## src/mode_status_pkg.sv

```systemverilog
// Package with constants and carrier types for the mode status block.
package mode_status_pkg;

  // ****************************************************************
  // Register map
  // ****************************************************************
  localparam logic [11:0] MODE_STATUS_OFFSET = 12'h000;
  localparam logic [11:0] CORE_CTRL_OFFSET = 12'h004;
  localparam logic [11:0] VECTOR_PROBE_OFFSET = 12'h008;

  // ****************************************************************
  // Field layout of the mode status word
  // ****************************************************************
  localparam int PTR_MSB = 15;
  localparam int PTR_LSB = 7;
  localparam int ROM_DIS_BIT = 6;
  localparam int OVERLAY_BIT = 5;
  localparam int ADDR_VIS_BIT = 4;
  localparam int DATA_ROM_BIT = 3;
  localparam int CLK_OFF_BIT = 2;
  localparam int MUL_SAT_BIT = 1;
  localparam int STORE_SAT_BIT = 0;
  localparam logic [8:0] PTR_RESET = 9'h1ff;
  localparam logic [15:0] RESET_VECTOR_ADDR = 16'hff80;
  localparam int SLOT_WORDS = 4;
  localparam int SLOT_SHIFT = 2;
  localparam int PAGE_WORDS = 128;
  localparam logic [15:0] PAGE0_LAST = 16'h007f;

  // ****************************************************************
  // Clock output divider
  // ****************************************************************
  localparam logic [3:0] CLOCK_OUT_HALF_PERIOD = 4'h1;

  typedef struct packed {
    logic [8:0] vectorPagePointer;
    logic romDisableMode;
    logic ramOverlay;
    logic addressVisibility;
    logic romInDataSpace;
    logic clockOutputOff;
    logic multiplySaturate;
    logic storeSaturate;
  } mode_status_s;

  typedef struct packed {
    logic [15:0] paddr;
    logic psel;
    logic penable;
    logic pwrite;
    logic [31:0] pwdata;
  } apb_req_s;

  typedef struct packed {
    logic [31:0] prdata;
    logic pready;
    logic pslverr;
  } apb_rsp_s;

endpackage : mode_status_pkg

```

## src/clock_output_gen.sv

```systemverilog
// Divider that makes the clock output pin, parked high when stopped.
`timescale 1ns/100ps
module clock_output_gen
  import mode_status_pkg::*;
(
  input wire logic mclk,
  input wire logic sys_rst,
  input wire logic clockOutputOff,
  output logic clockOutputPin
);

  logic [3:0] count;
  logic [3:0] next_count;
  logic next_clockOutputPin;

  always_comb begin
    next_count = count;
    next_clockOutputPin = clockOutputPin;
    if (clockOutputOff) begin
      // Parked high so external logic sees a clean stop level.
      next_count = 4'h0;
      next_clockOutputPin = 1'b1;
    end else if (count == CLOCK_OUT_HALF_PERIOD - 4'h1) begin
      next_count = 4'h0;
      next_clockOutputPin = ~clockOutputPin;
    end else begin
      next_count = count + 4'h1;
    end
  end

  always_ff @(posedge mclk) begin
    if (sys_rst) begin
      count <= 4'h0;
      clockOutputPin <= 1'b1;
    end else begin
      count <= next_count;
      clockOutputPin <= next_clockOutputPin;
    end
  end

  chk_clock_parked: assert property (@(posedge mclk) disable iff (sys_rst)
    $past(clockOutputOff) |-> clockOutputPin)
    else $error("Clock output not held high while off.");

endmodule : clock_output_gen

```

## src/vector_relocation_mode_status.sv

```systemverilog
// Processor mode status register with relocatable vector table logic.
//
// Contract
// Every vector slot spans four program words.
// After device reset all vectors sit at program address ff80.
// Once the page pointer is loaded, user vectors come from that page.
// Hardware reset sets the pointer to all ones, fixing reset at ff80.
// The pointer is a 9-bit field in bits 15 to 7 resetting to 1ff.
// The software reset instruction leaves the page pointer alone.
// Bit 6 at 0 maps on-chip ROM into program space, at 1 removes it.
// Bit 6 loads its pin only at reset; software may change it later.
// Bit 5 resets to 0; at 1 RAM also maps into program space but page 0.
// Bit 4 at 0 keeps the address pins on the last bus address.
// Bit 4 at 1 drives the internal program address onto the pins.
// With bit 4 set, the exposed vector address pairs with acknowledge.
// Bit 3 resets to 0; at 1 on-chip ROM is mapped into data space.
// Bit 2 at 1 stops the clock output pin and holds it high.
// Bit 1 saturates products before accumulation, only with both modes.
// Bit 0 saturates accumulator stores after the output shift.
// Vector address is the pointer above a 7-bit offset from the number.
//
// Added by the designer: the APB interface to the registers and the address map.
`timescale 1ns/100ps
module vector_relocation_mode_status
  import mode_status_pkg::*;
(
  input wire logic mclk,
  input wire logic sys_rst,
  input wire logic [15:0] paddr,
  input wire logic psel,
  input wire logic penable,
  input wire logic pwrite,
  input wire logic [31:0] pwdata,
  output logic [31:0] prdata,
  output logic pready,
  output logic pslverr,
  input wire logic romDisablePin,
  input wire logic softwareReset,
  input wire logic vectorTake,
  input wire logic hardwareResetVector,
  input wire logic [4:0] vectorNumber,
  input wire logic [15:0] programAddress,
  input wire logic [15:0] busAddress,
  input wire logic busAddressValid,
  input wire logic overflowMode,
  input wire logic fractionalMode,
  input wire logic [15:0] memAddress,
  input wire logic memIsProgram,
  output logic [15:0] vectorAddress,
  output logic [15:0] externalAddress,
  output logic interruptAcknowledge,
  output logic romInProgram,
  output logic ramInProgram,
  output logic romInData,
  output logic productSaturateEnable,
  output logic storeSaturateEnable,
  output logic clockOutputPin,
  output mode_status_s modeStatus
);

  // ****************************************************************
  // Decoding helpers
  // ****************************************************************
  function automatic logic [15:0] vectorSlot(input logic [8:0] page,
      input logic [4:0] num);
    // Four words per slot leave room for a delayed branch.
    return {page, num, 2'b00};
  endfunction : vectorSlot

  function automatic mode_status_s unpackMode(input logic [15:0] w);
    mode_status_s m;
    m.vectorPagePointer = w[PTR_MSB:PTR_LSB];
    m.romDisableMode = w[ROM_DIS_BIT];
    m.ramOverlay = w[OVERLAY_BIT];
    m.addressVisibility = w[ADDR_VIS_BIT];
    m.romInDataSpace = w[DATA_ROM_BIT];
    m.clockOutputOff = w[CLK_OFF_BIT];
    m.multiplySaturate = w[MUL_SAT_BIT];
    m.storeSaturate = w[STORE_SAT_BIT];
    return m;
  endfunction : unpackMode

  // ****************************************************************
  // Register state
  // ****************************************************************
  mode_status_s next_modeStatus;
  logic resetSeen;
  logic next_resetSeen;
  logic [15:0] lastBusAddress;
  logic [15:0] next_lastBusAddress;
  logic [15:0] next_vectorAddress;
  logic next_interruptAcknowledge;
  logic [31:0] next_prdata;
  logic next_pslverr;
  logic accessPhase;
  logic writeMode;

  assign accessPhase = psel & penable;
  assign writeMode = accessPhase & pwrite & (paddr[11:0] == MODE_STATUS_OFFSET)
    & (paddr[15:12] == 4'h0);
  assign pready = 1'b1;

  always_comb begin
    next_modeStatus = modeStatus;
    next_resetSeen = 1'b1;
    if (!resetSeen) begin
      // Strap is caught on the first clock after reset release.
      next_modeStatus.romDisableMode = romDisablePin;
    end else if (writeMode) begin
      next_modeStatus = unpackMode(pwdata[15:0]);
    end
    // The software reset instruction is ignored here on purpose. R6
  end

  always_ff @(posedge mclk) begin
    if (sys_rst) begin
      modeStatus <= '{vectorPagePointer: PTR_RESET, default: 1'b0};
      resetSeen <= 1'b0;
    end else begin
      modeStatus <= next_modeStatus;
      resetSeen <= next_resetSeen;
    end
  end

  // ****************************************************************
  // APB read path
  // ****************************************************************
  always_comb begin
    next_prdata = prdata;
    next_pslverr = 1'b0;
    if (psel && !penable) begin
      next_prdata = 32'h0000_0000;
      if (paddr[15:12] != 4'h0) begin
        next_pslverr = 1'b1;
      end else begin
        case (paddr[11:0])
          MODE_STATUS_OFFSET: next_prdata = {16'h0000, modeStatus};
          CORE_CTRL_OFFSET: next_prdata = {30'h0, overflowMode,
            fractionalMode};
          VECTOR_PROBE_OFFSET: next_prdata = {16'h0000, vectorAddress};
          default: next_pslverr = 1'b1;
        endcase
      end
    end else if (accessPhase) begin
      next_pslverr = pslverr;
    end
  end

  always_ff @(posedge mclk) begin
    if (sys_rst) begin
      prdata <= 32'h0000_0000;
      pslverr <= 1'b0;
    end else begin
      prdata <= next_prdata;
      pslverr <= next_pslverr;
    end
  end

  // ****************************************************************
  // Vector fetch and address visibility
  // ****************************************************************
  always_comb begin
    next_vectorAddress = vectorAddress;
    next_interruptAcknowledge = 1'b0;
    next_lastBusAddress = lastBusAddress;
    if (busAddressValid) begin
      next_lastBusAddress = busAddress;
    end
    if (vectorTake) begin
      next_interruptAcknowledge = 1'b1;
      if (hardwareResetVector) begin
        next_vectorAddress = RESET_VECTOR_ADDR;
      end else begin
        next_vectorAddress = vectorSlot(modeStatus.vectorPagePointer,
          vectorNumber);
      end
    end
  end

  always_ff @(posedge mclk) begin
    if (sys_rst) begin
      vectorAddress <= RESET_VECTOR_ADDR;
      interruptAcknowledge <= 1'b0;
      lastBusAddress <= 16'h0000;
    end else begin
      vectorAddress <= next_vectorAddress;
      interruptAcknowledge <= next_interruptAcknowledge;
      lastBusAddress <= next_lastBusAddress;
    end
  end

  // Control and data lines are untouched; only the address pins differ.
  always_comb begin
    if (modeStatus.addressVisibility) begin
      externalAddress = interruptAcknowledge ? vectorAddress
        : programAddress;
    end else begin
      externalAddress = lastBusAddress;
    end
  end

  // ****************************************************************
  // Memory map steering and saturation enables
  // ****************************************************************
  assign romInProgram = memIsProgram & ~modeStatus.romDisableMode;
  assign ramInProgram = memIsProgram & modeStatus.ramOverlay
    & (memAddress > PAGE0_LAST);
  assign romInData = ~memIsProgram & modeStatus.romInDataSpace;
  assign productSaturateEnable = modeStatus.multiplySaturate
    & overflowMode & fractionalMode;
  assign storeSaturateEnable = modeStatus.storeSaturate;

  clock_output_gen clkGen (
    .mclk(mclk),
    .sys_rst(sys_rst),
    .clockOutputOff(modeStatus.clockOutputOff),
    .clockOutputPin(clockOutputPin)
  );

  // ****************************************************************
  // Checks
  // ****************************************************************
  chk_reset_pointer: assert property (@(posedge mclk)
    $past(sys_rst) && !sys_rst |->
    modeStatus.vectorPagePointer == PTR_RESET)
    else $error("Page pointer not all ones after reset.");

  chk_hw_vector: assert property (@(posedge mclk) disable iff (sys_rst)
    vectorTake && hardwareResetVector |=> vectorAddress == RESET_VECTOR_ADDR)
    else $error("Hardware reset vector not at ff80.");

  chk_user_vector: assert property (@(posedge mclk) disable iff (sys_rst)
    vectorTake && !hardwareResetVector |=>
    vectorAddress == {$past(modeStatus.vectorPagePointer),
    $past(vectorNumber), 2'b00})
    else $error("User vector not on the selected page.");

  chk_slot_align: assert property (@(posedge mclk) disable iff (sys_rst)
    interruptAcknowledge |-> vectorAddress[1:0] == 2'b00)
    else $error("Vector slot not four-word aligned.");

  chk_swreset_keep: assert property (@(posedge mclk) disable iff (sys_rst)
    softwareReset && !writeMode && resetSeen |=> $stable(modeStatus))
    else $error("Software reset altered the mode status.");

  chk_strap_load: assert property (@(posedge mclk) disable iff (sys_rst)
    !resetSeen |=> modeStatus.romDisableMode == $past(romDisablePin))
    else $error("Strap not loaded after reset.");

  chk_vis_off: assert property (@(posedge mclk) disable iff (sys_rst)
    !modeStatus.addressVisibility && !busAddressValid |=>
    !modeStatus.addressVisibility |-> $stable(externalAddress))
    else $error("Address pins moved with visibility off.");

  chk_vis_on: assert property (@(posedge mclk) disable iff (sys_rst)
    modeStatus.addressVisibility && !interruptAcknowledge |->
    externalAddress == programAddress)
    else $error("Program address not visible.");

  chk_overlay_page0: assert property (@(posedge mclk)
    memAddress <= PAGE0_LAST |-> !ramInProgram)
    else $error("Data page 0 overlaid into program space.");

  chk_mul_sat: assert property (@(posedge mclk)
    productSaturateEnable |-> overflowMode && fractionalMode)
    else $error("Product saturation without overflow and fraction.");

  chk_write_lands: assert property (@(posedge mclk) disable iff (sys_rst)
    writeMode && resetSeen |=> modeStatus == $past(pwdata[15:0]))
    else $error("Mode status write did not land.");

  chk_mode_hold: assert property (@(posedge mclk) disable iff (sys_rst)
    resetSeen && !writeMode |=> $stable(modeStatus))
    else $error("Mode status changed without a write.");

  chk_ack_pulse: assert property (@(posedge mclk) disable iff (sys_rst)
    vectorTake |=> interruptAcknowledge)
    else $error("Acknowledge missing after a vector take.");

  chk_ack_pins: assert property (@(posedge mclk) disable iff (sys_rst)
    modeStatus.addressVisibility && interruptAcknowledge |->
    externalAddress == vectorAddress)
    else $error("Vector address not shown with acknowledge.");

  chk_rom_program: assert property (@(posedge mclk) disable iff (sys_rst)
    memIsProgram |-> romInProgram == !modeStatus.romDisableMode)
    else $error("Program ROM mapping disagrees with bit 6.");

  chk_data_rom: assert property (@(posedge mclk) disable iff (sys_rst)
    memIsProgram || !modeStatus.romInDataSpace |-> !romInData)
    else $error("ROM shown in data space while unmapped.");

  chk_store_sat: assert property (@(posedge mclk) disable iff (sys_rst)
    storeSaturateEnable == modeStatus.storeSaturate)
    else $error("Store saturation does not follow bit 0.");

  chk_unmapped_err: assert property (@(posedge mclk)
    disable iff (sys_rst)
    psel && !penable && paddr[11:0] > VECTOR_PROBE_OFFSET |=> pslverr)
    else $error("Unmapped access not flagged.");

  cov_write_mode: cover property (@(posedge mclk) writeMode);
  cov_user_vector: cover property (@(posedge mclk)
    vectorTake && !hardwareResetVector
    && modeStatus.vectorPagePointer != PTR_RESET);
  cov_visible_ack: cover property (@(posedge mclk)
    interruptAcknowledge && modeStatus.addressVisibility);
  cov_hw_vector: cover property (@(posedge mclk)
    vectorTake && hardwareResetVector);
  cov_page0_overlay: cover property (@(posedge mclk)
    memIsProgram && modeStatus.ramOverlay && memAddress <= PAGE0_LAST);

endmodule : vector_relocation_mode_status

```

## config.mk

```make
export PLATFORM = sky130hd
export DESIGN_NAME = vector_relocation_mode_status
export DESIGN_NICKNAME = d
export VERILOG_FILES = /design/src/mode_status_pkg.sv /design/src/clock_output_gen.sv /design/src/vector_relocation_mode_status.sv
export SDC_FILE = /design/constraint.sdc
export NUM_CORES = 1
export LEC_CHECK = 0
export BUFFER_PORTS_ARGS = -buffer_cell sky130_fd_sc_hd__buf_2
export CAP_MARGIN = 15
export CORE_UTILIZATION = 45
export CTS_BUF_LIST = sky130_fd_sc_hd__clkbuf_4
export DETAILED_ROUTE_END_ITERATION = 8
export PLACE_DENSITY_LB_ADDON = 0.2
export SYNTH_ARGS = -nofsm -noshare
export SYNTH_HDL_FRONTEND = slang
export SYNTH_SLANG_ARGS = --single-unit
```

## constraint.sdc

```tcl
create_clock -name mclk -period 2.1 [get_ports mclk]
set_input_delay 0.21 -clock mclk [delete_from_list [all_inputs] [get_ports mclk]]
set_output_delay 0.21 -clock mclk [all_outputs]
set_load 0.05 [all_outputs]
```

# Word level (Yosys, flattened, before mapping)
# Index checks and enable logic that the tools add are counted.
[classes]
add_sub_neg = 1
n_mul = 0
div = 0
n_lt_le_gt_ge = 1
n_eq_ne = 4
shifts = 0
mux = 13
bitwise = 13
reduce_logical = 10
[ops]
columns = ["cell", "count"]
rows = [
  ["two-way mux 16 bit", 4],
  ["case mux 16 bit (3 select lines)", 1],
  ["> comparator 16 x 7 -> 1 bit, second input constant", 1],
  ["equality test 12 x 3 -> 1 bit, second input constant", 1],
  ["equality test 12 x 4 -> 1 bit, second input constant", 1],
  ["zero test 12 bit", 1],
  ["AND 1 bit", 10],
  ["zero test 4 bit", 2],
  ["two-way mux 1 bit", 7],
  ["two-way mux 7 bit", 1],
  ["OR reduction 3 bit", 2],
  ["adder 4 x 1 -> 4 bit, second input constant", 1],
  ["!= test 2 x 1 -> 1 bit, second input constant", 2],
  ["nonzero test 4 bit", 1],
  ["inverter 1 bit", 3],
  ["AND reduction 2 bit", 1],
  ["OR reduction 2 bit", 1],
  ["logical AND 1 bit", 1],
  ["zero test 1 bit", 1],
]
[totals]
ff_bits = 88
latchBits = 0
mem_bits_rw = 0
rom_bits = 0
output_inout_bits = 89
word_cells = 58
n_memories = 0

# Longest topological paths before layout
# Gate-level depths: netlist of the first run.
[logic_depth]
word_depth = 6
mapped_depth = 6
depth_no_buf = 5

# By module
# From an unflattened synthesis of the first run, not the netlist that was laid out.
[unflattened]
hier_cells = 397
area_unflattened_um2 = 3448.3
[modules_own_cells]
columns = ["module", "n_inst", "cells_per_inst", "area_each_um2", "seq_area_each_um2"]
rows = [
  ["vector_relocation_mode_status", 1, 376, 3225.6, 1301.2],
  ["clock_output_gen", 1, 21, 222.7, 100.1],
]

# Least setup slack after synthesis of the first run
# No wires, ideal clock.
[synth_timing]
path_kind = "flip-flop to output port"
startpoint = "reg interruptAcknowledge"
endpoint = "out externalAddress[12]"
arrival_time_ns = 2.359
required_ns = 1.890
slack_ns = -0.469
path_stages_with_launch = 5
path_cell_list = "dfxtp_1 -> clkbuf_1 -> clkbuf_1 -> mux2i_1 -> a21oi_1"
[synth_via]
elab_chain_cells = 2
[synth_lines]
columns = ["item", "line", "source"]
rows = [
  ["from (decl)", "vector_relocation_mode_status.sv:51", "output logic interruptAcknowledge,"],
  ["from (signal assigned)", "vector_relocation_mode_status.sv:187", "interruptAcknowledge <= next_interruptAcknowledge;"],
  ["two-way mux 16 bit", "vector_relocation_mode_status.sv:195", "externalAddress = interruptAcknowledge ? vectorAddress"],
  ["two-way mux 16 bit", "vector_relocation_mode_status.sv:194", "if (modeStatus.addressVisibility) begin"],
  ["to (decl)", "vector_relocation_mode_status.sv:50", "output logic [15:0] externalAddress,"],
]
# Every way passes these cells.

# Worst setup path in the final report of the first run
[layout_timing]
startpoint = "reg modeStatus[4] (netlist name)"
endpoint = "out externalAddress[3]"
[layout_via]
elab_chain_cells = 1
[layout_lines]
columns = ["item", "line", "source"]
rows = [
  ["from (decl)", "vector_relocation_mode_status.sv:58", "output mode_status_s modeStatus"],
  ["from (signal assigned)", "vector_relocation_mode_status.sv:120", "modeStatus <= next_modeStatus;"],
  ["two-way mux 16 bit", "vector_relocation_mode_status.sv:194", ""],
]
# Every way passes these cells.

==> results.md, run 1 <==
- Status: completed
- WL met1: 4.110 mm
- Peak Freq: 534.9 MHz
- Synth area leader: dfxtp_1
- Remaining DRCs: 0
- CP Max Fanout: 27
- # placed instances: 641
- #FFs+latches synth: 70
- Leakage: 1.993 nW
- Die width: 89.25 um
- Drt pass-1 iters: 4
- Hold bufs inserted after CTS: 0
- Max-Cap Viols: 0
- Switching fraction of total power: 27.83%
- Pins Over Slew Limit: 0
- Setup bufs post-CTS: 0
- Grt total ovfl: 0
- Synth Warn #: 0
- Initial Util: 46.98%
- Final layout net count: 669
- Internal power: 2.097 mW
- Total Wirelength: 9.111 mm
- Leading register cell type out of synthesis: dfxtp_1
- Ys async rst share: 0%
- Count leader, synth: dfxtp_1
- Clock power share: 36.8%
- CTS buffer count: 9
- Maximum VDD drop: 362.3 uV
- Non-filler instance count after layout: 657
- Crit path arrival time: 1.66 ns
- Fin crit share: 89.03%
- Row count: 31
- PwrDens: 651.9 nW/um^2
- Min Tclk post-route: 1.870 ns
- Final core occ: 61.12%
- Worst Max-Slew Pin Slew: 0.5616 ns
- Detail Route Antenna Nets: 0
- Number of global-route vias before repair: 2993
- Die area: 7966 um^2
- Switch Pwr: 0.8086 mW
- Cts repair resizes: 0
- WL/cell: 13.87 um
- Routed wl met3: 674 um
- Total Power: 2.905 mW
- Global-route wire length before repair: 13.99 mm
- Worst Setup End Kind: primary output
- Post-synth EDFFs: 0
- Setup TNS: 0 ns
- Cell count after synthesis: 404
- CTS Root Cell: clkbuf_4
- Max Used Layer: met4
- CTS tree: built
- Syn Area/Cell: 8.480 um^2
- Top post-synthesis cells by area: dfxtp_1 41%, mux2i_1 9.6%, nor2_1 5.5%
- Register area: 1401 um^2
- RSZ-0062 raised after global routing: no
- Commonest cells in the synthesized netlist: 70 x dfxtp_1, 50 x nor2_1, 33 x mux2i_1
- Min-delay worst type: input pin to flop
- Routability cong.: 0.7844
- Comb pwr share: 16.0%
- Register area share after synthesis: 40.91%
- # fillers: 657
- # H-tree levels: 3
- Area of the multi-input gates: 1812 um^2
- CTS sink count: 70
- DP Wirelength: 6.819 mm
- Sequential share of power: 47.2%
- Die height: 89.25 um
- Worst Skew: 0.007644 ns
- Diodes inserted: 0
- Initial antenna violation count: 0
- Final Hold Fails: 0
- CTS clk-pin slew, worst paths: 0.11 ns
- Max Buffers Root-to-Sink: 2
- Synth unique cells: 37
- Via/cell ratio: 5.079
- Kind of start point of the critical path: flop
- WL met2: 4.155 mm
- Vias after detailed routing: 3337
- Worst Setup Path Type: flop to primary output
- Crit path required time: 1.89 ns
- GRT Total Usage: 22.97%
- Io pins: 203
- Final-report setup violation count: 0
- Pin count of the biggest net entering global routing: 28
- Skew-Pair Late Insertion Delay: 0.40 ns
- Post-synth top area share: 40.91%
- Core Footprint: 7292 um^2
- Slew margin rel.: 62.52%
- WHS: 0.03364 ns
- Area grow syn2layout: 30.09%
- Share of layout cells above drive strength 1: 39.25%
- Iter 0 DRT Violations: 104
- Post-Syn Area: 3426 um^2
- Input/output buffers: 159
-- worst max-delay path: stages (launching register included) --
cell     delay [ns]
dfxtp_1        0.56
buf_12         0.23
nor2_1         0.07
a21oi_1        0.12
buf_2          0.28
-- metrics by stage --
step                worst slack (ns)  instance area (um^2)
detailed placement           0.04084                  4277
floorplan                  0.0003149                  3528
global route                  0.1255                  4457
CTS                           0.2278                  4457
finish                        0.2304                  4457
global placement             0.08749                  4277
-- power by group through the flow --
| stage | Combinational, mW | Clock, mW | Sequential (mW) |
|---|---|---|---|
| final | 0.465 | 1.07 | 1.37 |
| after detailed placement | 0.466 | 0 | 1.40 |
| after floorplan | 0.323 | 0 | 1.43 |
| after CTS | 0.467 | 1.09 | 1.37 |
| after global routing | 0.504 | 1.13 | 1.38 |
| after global placement | 0.461 | 0 | 1.40 |
-- area by class of cell --
type / instances / share of cell area, %
multi-input combinational: 291 / 40.65
tap: 99 / 2.779
sequential: 70 / 31.44
inverter: 9 / 0.7580
timing repair buffer: 172 / 20.33
clock buffer: 9 / 1.516
clock inverter: 7 / 2.527
-- layer usage --
metal	track usage, %	up-vias
li1	-	1701
met1	28.59	1470
met2	39.21	148
met3	4.432	18
met4	9.091	0
met5	0	-
-- cell families after synthesis --
family          Yosys count  synth area share [%]
compound gates           74                 12.97
fa+ha+maj                 2                0.7303
other cells               2                0.2192
simple gates            147                 21.26
buf+inv                  60                 9.167
mux                      47                 14.24
flops                    70                 40.91
xor+xnor                  2                0.5114
-- registers in the layout, indices dropped and copies added (netlist names) --
signal and count:
vectorAddress 14, storeSaturateEnable 1, pslverr 1, interruptAcknowledge 1
lastBusAddress 16, clkGen.count 4, clkGen.clockOutputPin 1, resetSeen 1
prdata 16, modeStatus 15
-- layout by cell type, fill, tap and decap left out, types with 3 or more instances in the layout --
| cell type | Yosys | final |
|---|---|---|
| buf_4 | 21 | 12 |
| clkbuf_4 | 0 | 9 |
| nand4_1 | 15 | 15 |
| inv_1 | 8 | 8 |
| clkinv_2 | 0 | 3 |
| dfxtp_1 | 70 | 70 |
| conb_1 | 2 | 19 |
| buf_2 | 2 | 159 |
| nor2_1 | 50 | 50 |
| a22oi_1 | 16 | 16 |
| bufinv_16 | 0 | 3 |
| o31ai_1 | 9 | 9 |
| mux2i_1 | 33 | 33 |
| nand2_1 | 22 | 22 |
| a21oi_2 | 0 | 10 |
| and3_1 | 3 | 3 |
| nand3_1 | 13 | 13 |
| o21ai_0 | 18 | 18 |
| nor3_1 | 20 | 20 |
| a21oi_1 | 28 | 18 |
| nor2b_1 | 10 | 10 |
| mux2_2 | 14 | 14 |
-- worst paths after layout --
kind / startpoint / end / slack, ns / depth (start not counted)
max: modeStatus[4] / externalAddress[3] / 0.23 / 4
min: vectorNumber[0] / vectorAddress[2] / 0.03 / 3
max reg2reg: resetSeen / modeStatus[1] / 0.62 / 4
min reg2reg: lastBusAddress[2] / lastBusAddress[2] / 0.50 / 2
(Power assumes the default switching activity.)
==> run 2: changes to the inputs <==
--- a/config.mk
+++ b/config.mk
@@ -7,7 +7,9 @@
 export LEC_CHECK = 0
 export BUFFER_PORTS_ARGS = -buffer_cell sky130_fd_sc_hd__buf_2
 export CAP_MARGIN = 15
-export CORE_UTILIZATION = 45
+export CELL_PAD_IN_SITES_DETAIL_PLACEMENT = 0
+export CELL_PAD_IN_SITES_GLOBAL_PLACEMENT = 2
+export CORE_UTILIZATION = 24
 export CTS_BUF_LIST = sky130_fd_sc_hd__clkbuf_4
 export DETAILED_ROUTE_END_ITERATION = 8
 export PLACE_DENSITY_LB_ADDON = 0.2
==> results.md, run 2 (synthesized netlist as in run 1, its figures left out) <==
- Status: completed
- CTS tree: built
- CP Launch Point: modeStatus[4]
- Skew-Pair Late Insertion Delay: 0.41 ns
- Max Buffers Root-to-Sink: 2
- Reg2reg start: resetSeen
- Pins Over Slew Limit: 0
- R2R setup slack: 0.54 ns
- Finished Cell Area: 4539 um^2
- Setup TNS: 0 ns
- Setup bufs post-CTS: 0
- Commonest non-fill, non-tap cells in the layout: 159 x buf_2, 70 x dfxtp_1, 50 x nor2_1
- Area of the multi-input gates: 1812 um^2
- Final core occ: 32.70%
- Drt pass-1 iters: 4
- Min-Delay Endpoint: lastBusAddress[11]
- Worst Skew: 0.01475 ns
- Worst reg2reg endpoint: modeStatus[3]
- Kind of start point of the critical path: flop
- Setup slack after layout: 0.2157 ns
- CTS buffer count: 9
- CP Max Fanout: 29
- Core Footprint: 13880 um^2
- Grt total ovfl: 0
- Routability cong.: 0.7263
- Maximum VDD drop: 191.6 uV
- Die height: 121.5 um
- # fillers: 1527
- Top Registers: lastBusAddress: 16 flops, prdata: 16 flops, modeStatus: 15 flops
- Slew margin rel.: 58.58%
- Dpl cell area: 4380 um^2
- Total Wirelength: 10.76 mm
- Remaining DRCs: 0
- Register area: 1401 um^2
- Min Tclk post-route: 1.884 ns
- WL/cell: 14.46 um
- DP Wirelength: 8.081 mm
- Crit path required time: 1.89 ns
- Worst Max-Slew Pin Slew: 0.6206 ns
- Final Hold Fails: 0
- Final-report setup violation count: 0
- Worst Setup Path Type: flop to primary output
- CTS Root Cell: clkbuf_4
- Critical-path cell list: buf_6 > nor2_1 > a21oi_1 > buf_2
- CTS clk-pin slew, worst paths: 0.11 ns
- Most common cell after layout, fill and taps aside: buf_2
- Worst Reg-to-Reg Cells: 4
- Die width: 121.5 um
- Total Power: 2.514 mW
- Pre-CTS setup slack: 0.04523 ns
- Crit path arrival time: 1.67 ns
- GRT Total Usage: 14.90%
- Critical Path Slowest Stage Cell: dfxtp_1
- Leakage: 1.988 nW
- Vias after detailed routing: 3332
- Hold Path Stages: 3
- Detail Route Antenna Nets: 0
- RSZ-0062 raised after global routing: no
- Area grow syn2layout: 32.51%
- Input/output buffers: 159
- Final layout net count: 678
- Crit path depth: 4
- Worst Setup End Kind: primary output
- Number of global-route vias before repair: 3021
- Hold path start: busAddress[11]
- CP top delay family: buffers and inverters
- Die area: 14760 um^2
- Worst path max stage delay: 0.45 ns
- Via/cell ratio: 4.478
- Share of layout cells above drive strength 1: 38.30%
- Initial antenna violation count: 0
- Max-Cap Viols: 0
- Pin count of the biggest net entering global routing: 49
- Min-delay worst type: input pin to flop
- Io pins: 203
- Initial Util: 24.68%
- Iter 0 DRT Violations: 86
- Global-route wire length before repair: 16.64 mm
- CTS sink count: 70
- Row count: 43
- Fin crit share: 89.73%
- PwrDens: 553.8 nW/um^2
- Buf/Inv on CP: 2
- Diodes inserted: 0
- # H-tree levels: 3
- Peak Freq: 530.7 MHz
run 2: changes by cell type in the layout (fill, tap and decap cells not counted), sizes merged:
cell,before,now
buf,172,174
clkinvlp,1,0
bufinv,3,0
clkinv,4,5
dlygate4sd3,0,7
run 2: how the worst max path moves through the flow:
stage | to | slack, ns
floorplan | externalAddress[12] | 0.0003
global placement | modeStatus[8] | 0.07
detailed placement | modeStatus[13] | 0.05
CTS | externalAddress[4] | 0.08
global route | externalAddress[4] | 0.06
finish | externalAddress[4] | 0.22
run 2: area by class of cell:
cell class,count,share of cell area (%)
Inverter,9,0.7442
Tap cell,180,4.961
Timing Repair Buffer,181,21.64
Clock buffer,9,1.488
Multi-Input combinational cell,291,39.91
Sequential cell,70,30.87
Clock inverter,4,0.3859
run 2: per-layer routing:
| metal | share of wire, % | global-route usage (%) |
|---|---|---|
| met1 | 47 | 20.41 |
| met2 | 46 | 22.55 |
| met3 | 6.7 | 3.806 |
| met4 | 0.43 | 4.861 |
| met5 | 0 | 0 |
run 2: tightest hold or removal path, stage by stage:
cell and delay (ns):
buf_2 0.08, mux2i_1 0.06, nor2_1 0.07
run 2: power by group:
group | internal [mW] | switching [mW] | total (mW)
Combinational | 0.153 | 0.328 | 0.481
Sequential | 1.35 | 0.0179 | 1.37
Clock | 0.213 | 0.448 | 0.661
Total | 1.72 | 0.793 | 2.51
run 2: repair_timing:
| action | in CTS | in global routing |
|---|---|---|
| endpoints found under the hold margin | 6 | 1 |
| setup endpoints to repair | 0 | 1 |
| hold buffers | 6 | 1 |
| resized for setup | 0 | 1 |
run 2: per-stage QoR:
step / hold slack (ns) / std cells
floorplan: 0.3492 / 421
global placement: 0.4362 / 724
detailed placement: 0.4476 / 724
CTS: 0.001041 / 743
global route: 0.01268 / 744
finish: 0.04050 / 744
